`src/core/fe_rx_pkg.sv`:
```
/*
 * shared constants for the fast ethernet receive coding path: code-groups,
 * nibble values, lock and hold figures, and timing counts derived from the
 * 10 MHz core clock.
 * assumes: every user writes fe_rx_pkg::name, nothing is imported.
 */
package fe_rx_pkg;

   localparam int          CLK_KHZ          = 10000;
   localparam int          SYM_W            = 5;
   localparam int          NIB_W            = 4;
   localparam int          LFSR_W           = 11;
   localparam int          FCC_W            = 16;

   // control code-groups, first received bit on the left
   localparam logic [4:0]  CG_IDLE          = 5'h1F;
   localparam logic [4:0]  CG_J             = 5'h18;
   localparam logic [4:0]  CG_K             = 5'h11;
   localparam logic [4:0]  CG_T             = 5'h0D;
   localparam logic [4:0]  CG_R             = 5'h07;
   localparam logic [4:0]  CG_H             = 5'h04;
   localparam logic [9:0]  CG_JK            = {CG_J, CG_K};

   localparam logic [3:0]  NIB_PREAMBLE     = 4'h5;
   localparam logic [3:0]  NIB_BAD_SSD      = 4'hE;
   localparam logic [3:0]  NIB_ZERO         = 4'h0;

   // key generator taps for x^11 + x^9 + 1
   localparam int          LFSR_TAP_HI      = 10;
   localparam int          LFSR_TAP_LO      = 8;
   localparam logic [10:0] LFSR_RESET       = 11'h7FF;

   localparam int          LOCK_IDLE_GROUPS = 12;
   localparam int          LOCK_BITS        = LOCK_IDLE_GROUPS * SYM_W;
   localparam int          LSM_IDLE_BITS    = 58;
   localparam int          PRE_IDLE_BITS    = 2 * SYM_W;
   // bits of the start pair that follow its first zero
   localparam logic [2:0]  SSD_TAIL_BITS    = 3'h7;
   localparam logic [2:0]  LAST_BIT         = 3'h4;
   localparam logic [2:0]  RXCLK_HIGH_BITS  = 3'h3;

   // longest time: rounds down
   localparam int          HOLD_TIME_US     = 722;
   localparam int          HOLD_CYCLES      = HOLD_TIME_US * CLK_KHZ / 1000;
   // least times: round up
   localparam int          LINK_TIME_US     = 395;
   localparam int          LINK_CYCLES      =
      (LINK_TIME_US * CLK_KHZ + 999) / 1000;
   localparam int          SD_QUAL_NS       = 400;
   localparam int          SD_QUAL_CYCLES   =
      (SD_QUAL_NS * CLK_KHZ + 999999) / 1000000;

   typedef enum logic [2:0] {
      ST_HUNT,
      ST_CAND,
      ST_PKT,
      ST_END,
      ST_FALSE
   } dec_state_e;

endpackage

```
`src/core/descr_link_if.sv`:
```
/*
 * carrier between the receive core and its descrambler: serial scrambled
 * bits in, serial descrambled bits and lock state out.
 * assumes: both ends run on the same core clock.
 */
`timescale 1ns/100ps
interface descr_link_if;
   logic bit_stb;
   logic sd_bit;
   logic bypass;
   logic ud_stb;
   logic ud_bit;
   logic locked;

   modport core  (output bit_stb, output sd_bit, output bypass,
                  input  ud_stb,  input  ud_bit, input  locked);
   modport descr (input  bit_stb, input  sd_bit, input  bypass,
                  output ud_stb,  output ud_bit, output locked);
endinterface

```
`src/core/descrambler_lock.sv`:
```
/*
 * serial descrambler with idle-trained lock, line state monitor and hold
 * timer.
 * assumes: bit_stb is a one-cycle strobe per received bit, on clk_in.
 */
`timescale 1ns/100ps
module descrambler_lock #(
   parameter int HOLD_CYCLES = fe_rx_pkg::HOLD_CYCLES
) (
   input  wire logic  clk_in,
   input  wire logic  rst_b_in,
   descr_link_if.descr dif
);

   logic [10:0] lfsr_r,   lfsr_nxt;
   logic [5:0]  match_r,  match_nxt;
   logic [5:0]  ones_r,   ones_nxt;
   logic [15:0] hold_r,   hold_nxt;
   logic        locked_r, locked_nxt;
   logic        ud_r,     ud_nxt;
   logic        stb_r,    stb_nxt;
   logic        key;

   assign key = lfsr_r[fe_rx_pkg::LFSR_TAP_HI] ^
                lfsr_r[fe_rx_pkg::LFSR_TAP_LO];

   always_comb begin
      lfsr_nxt   = lfsr_r;
      match_nxt  = match_r;
      ones_nxt   = ones_r;
      hold_nxt   = hold_r;
      locked_nxt = locked_r;
      ud_nxt     = ud_r;
      stb_nxt    = dif.bit_stb;
      if (dif.bypass) begin
         locked_nxt = 1'b1;
         ud_nxt     = dif.sd_bit;
         match_nxt  = '0;
         ones_nxt   = '0;
         hold_nxt   = '0;
      end else if (!locked_r) begin
         if (dif.bit_stb) begin
            lfsr_nxt = {lfsr_r[9:0], ~dif.sd_bit};
            ud_nxt   = 1'b1;
            if (key == ~dif.sd_bit) begin
               match_nxt = match_r + 6'h01;
            end else begin
               match_nxt = '0;
            end
            if (match_r == 6'(fe_rx_pkg::LOCK_BITS - 1) &&
                key == ~dif.sd_bit) begin
               locked_nxt = 1'b1;
               match_nxt  = '0;
               ones_nxt   = '0;
               hold_nxt   = 16'(HOLD_CYCLES);
            end
         end
      end else begin
         hold_nxt = hold_r - 16'h0001;
         if (dif.bit_stb) begin
            lfsr_nxt = {lfsr_r[9:0], key};
            ud_nxt   = dif.sd_bit ^ key;
            if (dif.sd_bit ^ key) begin
               ones_nxt = ones_r + 6'h01;
            end else begin
               ones_nxt = '0;
            end
            if (ones_r == 6'(fe_rx_pkg::LSM_IDLE_BITS - 1) &&
                (dif.sd_bit ^ key)) begin
               ones_nxt = '0;
               hold_nxt = 16'(HOLD_CYCLES);
            end
         end
         if (hold_r == 16'h0000) begin
            locked_nxt = 1'b0;
            lfsr_nxt   = fe_rx_pkg::LFSR_RESET;
            match_nxt  = '0;
            ones_nxt   = '0;
         end
      end
   end

   always_ff @(posedge clk_in or negedge rst_b_in) begin
      if (!rst_b_in) begin
         lfsr_r   <= fe_rx_pkg::LFSR_RESET;
         match_r  <= '0;
         ones_r   <= '0;
         hold_r   <= '0;
         locked_r <= 1'b0;
         ud_r     <= 1'b0;
         stb_r    <= 1'b0;
      end else begin
         lfsr_r   <= lfsr_nxt;
         match_r  <= match_nxt;
         ones_r   <= ones_nxt;
         hold_r   <= hold_nxt;
         locked_r <= locked_nxt;
         ud_r     <= ud_nxt;
         stb_r    <= stb_nxt;
      end
   end

   assign dif.ud_stb = stb_r;
   assign dif.ud_bit = ud_r;
   assign dif.locked = locked_r;

endmodule // descrambler_lock

```
`src/core/fast_ethernet_rx_pcs.sv`:
```
/*
 * fast ethernet receive coding path: nrzi decode, descramble, code-group
 * alignment, 4b/5b decode to nibbles, link monitor, bad start detection.
 * assumes: the recovered bit clock and nrzi data arrive as pins far slower
 * than clk_in; the energy detect pin comes from the analog front end.
 */
`timescale 1ns/100ps
module fast_ethernet_rx_pcs #(
   parameter int HOLD_CYCLES = fe_rx_pkg::HOLD_CYCLES,
   parameter int LINK_CYCLES = fe_rx_pkg::LINK_CYCLES
) (
   input  wire logic        clk_in,
   input  wire logic        rst_b_in,
   input  wire logic        rx_bit_clk_in,
   input  wire logic        rx_nrzi_in,
   input  wire logic        sig_energy_in,
   input  wire logic        descr_bypass_in,
   input  wire logic        rx_bypass_in,
   output logic             rx_clk_out,
   output logic [3:0]       rxd_out,
   output logic             rx_dv_out,
   output logic             rx_er_out,
   output logic             crs_out,
   output logic [4:0]       sym_out,
   output logic             sym_valid_out,
   output logic             sig_detect_out,
   output logic             link_up_out,
   output logic             descr_locked_out,
   output logic [15:0]      false_carrier_event_counter_out
);

   ////////////////////////////////////////////////////////////////////////
   // decode table: {data valid, nibble}

   function automatic logic [4:0] decode_group(input logic [4:0] cg);
      logic [4:0] res;
      res = {1'b0, fe_rx_pkg::NIB_ZERO};
      case (cg)
         5'h1E: res = 5'h10;
         5'h09: res = 5'h11;
         5'h14: res = 5'h12;
         5'h15: res = 5'h13;
         5'h0A: res = 5'h14;
         5'h0B: res = 5'h15;
         5'h0E: res = 5'h16;
         5'h0F: res = 5'h17;
         5'h12: res = 5'h18;
         5'h13: res = 5'h19;
         5'h16: res = 5'h1A;
         5'h17: res = 5'h1B;
         5'h1A: res = 5'h1C;
         5'h1B: res = 5'h1D;
         5'h1C: res = 5'h1E;
         5'h1D: res = 5'h1F;
         default: res = {1'b0, fe_rx_pkg::NIB_ZERO};
      endcase
      return res;
   endfunction

   ////////////////////////////////////////////////////////////////////////
   // pin synchronisers

   logic [4:0] sync1_r;
   logic [4:0] sync2_r;
   logic       bclk_prev_r;
   logic       bit_stb;
   logic       nrzi_s;
   logic       energy_s;
   logic       descr_byp_s;
   logic       rx_byp_s;

   always_ff @(posedge clk_in or negedge rst_b_in) begin
      if (!rst_b_in) begin
         sync1_r     <= '0;
         sync2_r     <= '0;
         bclk_prev_r <= 1'b0;
      end else begin
         sync1_r     <= {rx_bit_clk_in, rx_nrzi_in, sig_energy_in,
                         descr_bypass_in, rx_bypass_in};
         sync2_r     <= sync1_r;
         bclk_prev_r <= sync2_r[4];
      end
   end

   assign bit_stb     = sync2_r[4] & ~bclk_prev_r;
   assign nrzi_s      = sync2_r[3];
   assign energy_s    = sync2_r[2];
   assign descr_byp_s = sync2_r[1];
   assign rx_byp_s    = sync2_r[0];

   ////////////////////////////////////////////////////////////////////////
   // signal detect qualifier and link monitor

   logic [15:0] sd_cnt_r,   sd_cnt_nxt;
   logic [15:0] link_cnt_r, link_cnt_nxt;
   logic        sd_r,       sd_nxt;
   logic        link_r,     link_nxt;

   always_comb begin
      sd_cnt_nxt   = sd_cnt_r;
      link_cnt_nxt = link_cnt_r;
      sd_nxt       = sd_r;
      link_nxt     = link_r;
      if (!energy_s) begin
         sd_cnt_nxt = '0;
         sd_nxt     = 1'b0;
      end else if (sd_cnt_r == 16'(fe_rx_pkg::SD_QUAL_CYCLES - 1)) begin
         sd_nxt     = 1'b1;
      end else begin
         sd_cnt_nxt = sd_cnt_r + 16'h0001;
      end
      if (!sd_r) begin
         link_cnt_nxt = '0;
         link_nxt     = 1'b0;
      end else if (link_cnt_r == 16'(LINK_CYCLES - 1)) begin
         link_nxt     = 1'b1;
      end else begin
         link_cnt_nxt = link_cnt_r + 16'h0001;
      end
   end

   always_ff @(posedge clk_in or negedge rst_b_in) begin
      if (!rst_b_in) begin
         sd_cnt_r   <= '0;
         link_cnt_r <= '0;
         sd_r       <= 1'b0;
         link_r     <= 1'b0;
      end else begin
         sd_cnt_r   <= sd_cnt_nxt;
         link_cnt_r <= link_cnt_nxt;
         sd_r       <= sd_nxt;
         link_r     <= link_nxt;
      end
   end

   ////////////////////////////////////////////////////////////////////////
   // nrzi decode and descrambler

   logic         nrzi_prev_r, nrzi_prev_nxt;
   logic         nrz_bit;
   descr_link_if dif ();

   assign nrz_bit     = nrzi_s ^ nrzi_prev_r;
   assign dif.bit_stb = bit_stb;
   assign dif.sd_bit  = nrz_bit;
   assign dif.bypass  = descr_byp_s;

   always_comb begin
      nrzi_prev_nxt = bit_stb ? nrzi_s : nrzi_prev_r;
   end

   descrambler_lock #(
      .HOLD_CYCLES (HOLD_CYCLES)
   ) u_descr (
      .clk_in   (clk_in),
      .rst_b_in (rst_b_in),
      .dif      (dif)
   );

   ////////////////////////////////////////////////////////////////////////
   // alignment, decode and bad start detection

   fe_rx_pkg::dec_state_e state_r, state_nxt;
   logic [9:0]  sr_r,      sr_nxt;
   logic [2:0]  bitcnt_r,  bitcnt_nxt;
   logic [2:0]  wait_r,    wait_nxt;
   logic [3:0]  ones_r,    ones_nxt;
   logic        idle2_r,   idle2_nxt;
   logic [3:0]  hold_r,    hold_nxt;
   logic        hold_er_r, hold_er_nxt;
   logic        rxclk_r,   rxclk_nxt;
   logic [3:0]  rxd_r,     rxd_nxt;
   logic        dv_r,      dv_nxt;
   logic        er_r,      er_nxt;
   logic        crs_r,     crs_nxt;
   logic [4:0]  sym_r,     sym_nxt;
   logic        symv_r,    symv_nxt;
   logic [15:0] fcc_r,     fcc_nxt;
   logic        stb;
   logic        sbit;
   logic        grp_done;
   logic [4:0]  grp;
   logic [4:0]  dec;

   // raw bypass groups the nrz stream with a free boundary
   assign stb      = rx_byp_s ? bit_stb : dif.ud_stb;
   assign sbit     = rx_byp_s ? nrz_bit : dif.ud_bit;
   assign grp_done = (bitcnt_r == fe_rx_pkg::LAST_BIT);
   assign grp      = sr_nxt[4:0];
   assign dec      = decode_group(grp);

   always_comb begin
      state_nxt   = state_r;
      sr_nxt      = sr_r;
      bitcnt_nxt  = bitcnt_r;
      wait_nxt    = wait_r;
      ones_nxt    = ones_r;
      idle2_nxt   = idle2_r;
      hold_nxt    = hold_r;
      hold_er_nxt = hold_er_r;
      rxclk_nxt   = rxclk_r;
      rxd_nxt     = rxd_r;
      dv_nxt      = dv_r;
      er_nxt      = er_r;
      crs_nxt     = crs_r;
      sym_nxt     = sym_r;
      symv_nxt    = 1'b0;
      fcc_nxt     = fcc_r;
      if (stb) begin
         sr_nxt     = {sr_r[8:0], sbit};
         bitcnt_nxt = grp_done ? 3'h0 : bitcnt_r + 3'h1;
         // nibble clock is bit clock over five
         rxclk_nxt  = (bitcnt_nxt < fe_rx_pkg::RXCLK_HIGH_BITS);
         if (sbit) begin
            ones_nxt = (ones_r == 4'(fe_rx_pkg::PRE_IDLE_BITS)) ?
                       ones_r : ones_r + 4'h1;
         end else begin
            ones_nxt = '0;
         end
         if (grp_done) begin
            sym_nxt  = grp;
            symv_nxt = 1'b1;
         end
         if (rx_byp_s || !dif.locked || !link_r) begin
            // coding layer held off until link up and descrambler lock, and in raw bypass
            state_nxt = fe_rx_pkg::ST_HUNT;
            dv_nxt    = 1'b0;
            er_nxt    = 1'b0;
            crs_nxt   = 1'b0;
            rxd_nxt   = fe_rx_pkg::NIB_ZERO;
         end else begin
            unique case (state_r)
               fe_rx_pkg::ST_HUNT: begin
                  if (!sbit &&
                      ones_r == 4'(fe_rx_pkg::PRE_IDLE_BITS)) begin
                     state_nxt = fe_rx_pkg::ST_CAND;
                     wait_nxt  = '0;
                  end
               end
               fe_rx_pkg::ST_CAND: begin
                  wait_nxt = wait_r + 3'h1;
                  if (wait_r == fe_rx_pkg::SSD_TAIL_BITS - 3'h1) begin
                     bitcnt_nxt = 3'h0;
                     rxclk_nxt  = 1'b1;
                     idle2_nxt  = 1'b0;
                     crs_nxt    = 1'b1;
                     if (sr_nxt == fe_rx_pkg::CG_JK) begin
                        state_nxt   = fe_rx_pkg::ST_PKT;
                        rxd_nxt     = fe_rx_pkg::NIB_PREAMBLE;
                        dv_nxt      = 1'b1;
                        hold_nxt    = fe_rx_pkg::NIB_PREAMBLE;
                        hold_er_nxt = 1'b0;
                     end else begin
                        state_nxt = fe_rx_pkg::ST_FALSE;
                        rxd_nxt   = fe_rx_pkg::NIB_BAD_SSD;
                        er_nxt    = 1'b1;
                        fcc_nxt   = fcc_r + 16'h0001;
                     end
                  end
               end
               fe_rx_pkg::ST_PKT: begin
                  if (grp_done) begin
                     // one group late so both preamble nibbles fit
                     rxd_nxt     = hold_r;
                     er_nxt      = hold_er_r;
                     dv_nxt      = 1'b1;
                     hold_nxt    = dec[3:0];
                     hold_er_nxt = 1'b0;
                     idle2_nxt   = 1'b0;
                     if (grp == fe_rx_pkg::CG_T) begin
                        state_nxt = fe_rx_pkg::ST_END;
                     end else if (grp == fe_rx_pkg::CG_IDLE) begin
                        if (idle2_r) begin
                           state_nxt = fe_rx_pkg::ST_HUNT;
                           dv_nxt    = 1'b0;
                           er_nxt    = 1'b0;
                           crs_nxt   = 1'b0;
                        end
                        idle2_nxt   = 1'b1;
                        hold_er_nxt = 1'b1;
                     end else if (!dec[4]) begin
                        hold_er_nxt = 1'b1;
                     end
                  end
               end
               fe_rx_pkg::ST_END: begin
                  if (grp_done) begin
                     if (grp == fe_rx_pkg::CG_R) begin
                        state_nxt = fe_rx_pkg::ST_HUNT;
                        dv_nxt    = 1'b0;
                        er_nxt    = 1'b0;
                        crs_nxt   = 1'b0;
                        rxd_nxt   = fe_rx_pkg::NIB_ZERO;
                     end else begin
                        // lone end group is corrupt data
                        state_nxt   = fe_rx_pkg::ST_PKT;
                        rxd_nxt     = fe_rx_pkg::NIB_ZERO;
                        er_nxt      = 1'b1;
                        hold_nxt    = dec[3:0];
                        hold_er_nxt = ~dec[4];
                     end
                  end
               end
               fe_rx_pkg::ST_FALSE: begin
                  if (grp_done) begin
                     rxd_nxt   = fe_rx_pkg::NIB_BAD_SSD;
                     er_nxt    = 1'b1;
                     idle2_nxt = (grp == fe_rx_pkg::CG_IDLE);
                     if (grp == fe_rx_pkg::CG_IDLE && idle2_r) begin
                        state_nxt = fe_rx_pkg::ST_HUNT;
                        rxd_nxt   = fe_rx_pkg::NIB_ZERO;
                        er_nxt    = 1'b0;
                        crs_nxt   = 1'b0;
                     end
                  end
               end
            endcase
         end
      end
   end

   always_ff @(posedge clk_in or negedge rst_b_in) begin
      if (!rst_b_in) begin
         nrzi_prev_r <= 1'b0;
         state_r     <= fe_rx_pkg::ST_HUNT;
         sr_r        <= '0;
         bitcnt_r    <= '0;
         wait_r      <= '0;
         ones_r      <= '0;
         idle2_r     <= 1'b0;
         hold_r      <= '0;
         hold_er_r   <= 1'b0;
         rxclk_r     <= 1'b0;
         rxd_r       <= '0;
         dv_r        <= 1'b0;
         er_r        <= 1'b0;
         crs_r       <= 1'b0;
         sym_r       <= '0;
         symv_r      <= 1'b0;
         fcc_r       <= '0;
         descr_locked_out <= 1'b0;
      end else begin
         nrzi_prev_r <= nrzi_prev_nxt;
         state_r     <= state_nxt;
         sr_r        <= sr_nxt;
         bitcnt_r    <= bitcnt_nxt;
         wait_r      <= wait_nxt;
         ones_r      <= ones_nxt;
         idle2_r     <= idle2_nxt;
         hold_r      <= hold_nxt;
         hold_er_r   <= hold_er_nxt;
         rxclk_r     <= rxclk_nxt;
         rxd_r       <= rxd_nxt;
         dv_r        <= dv_nxt;
         er_r        <= er_nxt;
         crs_r       <= crs_nxt;
         sym_r       <= sym_nxt;
         symv_r      <= symv_nxt;
         fcc_r       <= fcc_nxt;
         descr_locked_out <= dif.locked;
      end
   end

   assign rx_clk_out     = rxclk_r;
   assign rxd_out        = rxd_r;
   assign rx_dv_out      = dv_r;
   assign rx_er_out      = er_r;
   assign crs_out        = crs_r;
   assign sym_out        = sym_r;
   assign sym_valid_out  = symv_r;
   assign sig_detect_out = sd_r;
   assign link_up_out    = link_r;
   assign false_carrier_event_counter_out = fcc_r;

endmodule // fast_ethernet_rx_pcs

```
`config.mk`:
```
export PLATFORM = sky130hd
export DESIGN_NAME = fast_ethernet_rx_pcs
export DESIGN_NICKNAME = d
export VERILOG_FILES = /design/src/core/fe_rx_pkg.sv /design/src/core/descr_link_if.sv /design/src/core/descrambler_lock.sv /design/src/core/fast_ethernet_rx_pcs.sv
export SDC_FILE = /design/constraint.sdc
export NUM_CORES = 1
export LEC_CHECK = 0
export BUFFER_PORTS_ARGS = -buffer_cell sky130_fd_sc_hd__buf_2
export CAP_MARGIN = 20
export CORE_UTILIZATION = 59
export DETAILED_ROUTE_END_ITERATION = 12
export HOLD_SLACK_MARGIN = 0.08
export PLACE_DENSITY = 0.77
export SYNTH_ARGS = -nofsm -noshare
export SYNTH_HDL_FRONTEND = slang
export SYNTH_HIERARCHICAL = 1
export SYNTH_SLANG_ARGS = --single-unit
```
`constraint.sdc`:
```
create_clock -name clk_in -period 5.2 [get_ports clk_in]
set_input_delay 1.04 -clock clk_in [delete_from_list [all_inputs] [get_ports clk_in]]
set_output_delay 1.04 -clock clk_in [all_outputs]
set_load 0.01 [all_outputs]
```
==> reports/results.ini <==
[timing]
rsz0062_at_grt = false
hold_ws_ps = 351
worst_pin_slew_ps = 1050
fin_ws_ps = 2580
slew_headroom_pct = 29.3
fin_skew_ps = 8.46
tns_ps = 0
hold_violations = 0
slew_viol_final = 0
min_period_over_period_pct = 50.4
fmax_mhz = 381
finalSetupViolCount = 0
post-route-min-period_ps = 2620

[critical_path]
rr_worst_depth = 6
crit_type = reg -> reg
startpoint_type = flip-flop
crit_path_max_fanout = 14
crit_path_end_kind = flip-flop
cp.required_ps = 5560
worst_path_max_delay_cell = dfrtp_1
crit_family = simple AND/OR/NAND/NOR gates
cp_num_cells = 6
crit_chain = and3b_1 -> nand4_1 -> nor2_1 -> a221oi_4 -> a2111oi_2 -> a22o_1
arrival_ps = 2980
cp.buffers_inverters = 0
slowest_delay_ps = 630

[logic_synthesis]
yosysTopAreaCell = dfrtp_1
ys_types = 96
yosysTopAreaCellShare_pct = 44.1
synth_seq_cells = 147
synth_edf_count = 0
syn_nets = 789
synth_cells = 766
ys.flop_type = dfrtp_1
netlist_area_sq_um = 7710
synth_area_leaders = dfrtp_1 (44%), nand2_1 (4.2%), dfstp_2 (3.7%), xnor2_1 (3.5%), o21ai_0 (3.1%)
ys_warn_count = 6
async_flop_share_pct = 100
synth.avg_cell_area_sq_um = 10.1
ys_seq_area_share_pct = 47.9

[clock_tree]
hold_buffers = 0
clock_sinks = 147
cts_max_path_buffers = 2
cts_resized = 0
post-cts-setup-buffers = 0
numCtsBuffers = 17
clk_latency_ps = 420
clk_pin_slew_worst_paths_ps = 60
cts_tree = done
h-tree-depth = 4
root_buffer = clkbuf_16

[place]
dp_hpwl_um = 10900
pre_cts_ws_ps = 2430
placed_area_sq_um = 7990
placedCellCount = 956
io_buffers = 39
gp_congestion = 0.845

[finish]
nets = 828
seqCellArea_sq_um = 3690
final_cell_mix = dfrtp_1 (136), nand2_1 (86), nor2_1 (57), o21ai_0 (48)
multi_input_area_sq_um = 3790
drive_gt1_share_pct = 15.5
fin_area_sq_um = 8590
layout.cells.non_filler = 990
antenna_cells = 0
syn2layout_area_growth_pct = 11.4
fillCellCount = 1008
mostFrequentLayoutCell = dfrtp_1

[hold_path]
min_path_type = reg -> reg
holdPathStages = 0

[global_routing]
antenna_found_initial = 0
grt-busiest-layer = met2
met1_usage_pct = 32.5
grt_max_degree = 114
grt.total_usage_pct = 26.1
grt.overflow.total = 0
met2_usage_pct = 44.2
grt_pass1_vias = 5979
grt_util_met3_pct = 5.55
grt_pass1_wl_um = 27600

[power_and_ir_drop]
power_frac_seq_pct = 43.0
power_density_nw_per_um2 = 415
p_sw_mw = 1.15
p_leak_nw = 3.75
pwr-share-clk_pct = 32.9
p_comb_share_pct = 24.2
power.internal_mw = 2.42
sw_frac_of_total_pct = 32.2
ir_drop_uv = 348

[floorplanning]
core_sq_um = 12700
start_util_pct = 60.9
rows = 41
die_y_um = 116
die_w_um = 116
dieArea_sq_um = 13500
ioPinCount = 40

[detailed_routing]
drt_wl_total_um = 16200
drt_iter0_markers = 487
drc = 0
vias = 6003
firstDrtPassIters = 5
postRouteAntennaNets = 0
wl_per_cell_um = 16.3
avgViaCountPerCell = 6.06

[run]
maxCapViolCount = 0

[outcome]
outcome = completed

[metrics by stage]
stage	power (mW)	util, %
2_1_floorplan	2.18	-
3_3_place_gp	2.34	63.0
3_5_place_dp	2.39	63.0
4_1_cts	3.58	67.5
5_1_grt	3.75	67.8
6_report	3.57	67.8
[area by class of cell]
type / count / share of cell area [%]
Tap cell: 172 / 2.51
Inverter: 22 / 0.961
Multi-Input combinational cell: 575 / 44.1
Sequential cell: 147 / 43.0
Clock buffer: 24 / 5.72
Clock inverter: 8 / 0.903
Timing Repair Buffer: 42 / 2.84
[flip-flops by register name, indices dropped and copies added, names as in the netlist, 6 cells and up]
name and flops:
false_carrier_event_counter_out 16, link_cnt_r 16, sd_cnt_r 16, sr_r 9
u_descr/hold_r 16, u_descr/lfsr_r 11, u_descr/match_r 6, u_descr/ones_r 6
[final timing paths]
path / startpoint / to / slack, ps
worst min-delay path: sync1_r[3] / sync2_r[3] / 350
worst min register to register: sync1_r[3] / sync2_r[3] / 350
worst max register to register: u_descr/dif.locked / hold_er_r / 2580
worst max-delay path: u_descr/dif.locked / hold_er_r / 2580
max in group asynchronous: rst_b_in / u_descr/lfsr_r[9] / 4060
min in group asynchronous: rst_b_in / false_carrier_event_counter_out[9] / 410
[layer usage]
metal / vias up / wire, um
met5: - / 0
met4: 0 / 234
met3: 28 / 617
met2: 167 / 8200
met1: 2940 / 7120
li1: 2868 / -
[cell usage after synthesis, types with 9 or more instances]
cell and number:
inv_1 21, nor2_1 57, nand4_1 19, a21oi_1 31
nor3_1 14, nand2b_1 9, and3_1 11, nor4_1 13
dfstp_2 11, ha_1 16, and2_1 16, nand2_1 86
xnor2_1 31, clkbuf_1 9, nand3_1 38, dfrtp_1 136
xor2_1 13, o21ai_0 48, a311oi_1 9
[power by group through the flow]
stage / clock, mW / combinational [mW] / sequential (mW)
after floorplan: 0 / 0.694 / 1.48
after global placement: 0 / 0.806 / 1.53
after detailed placement: 0 / 0.843 / 1.54
after CTS: 1.19 / 0.858 / 1.53
after global routing: 1.23 / 0.966 / 1.55
final: 1.17 / 0.862 / 1.53
[kinds of logic (layout without fill, tap and decap cells)]
family	after synthesis	after routing	share of synthesized area, %
simple gates	326	326	22.5
compound gates	173	173	16.3
flops	147	147	47.9
xor+xnor	47	47	5.81
buf+inv	44	96	3.05
fa+ha+maj	16	16	2.60
mux	13	13	1.87
(Power assumes the default switching activity.)
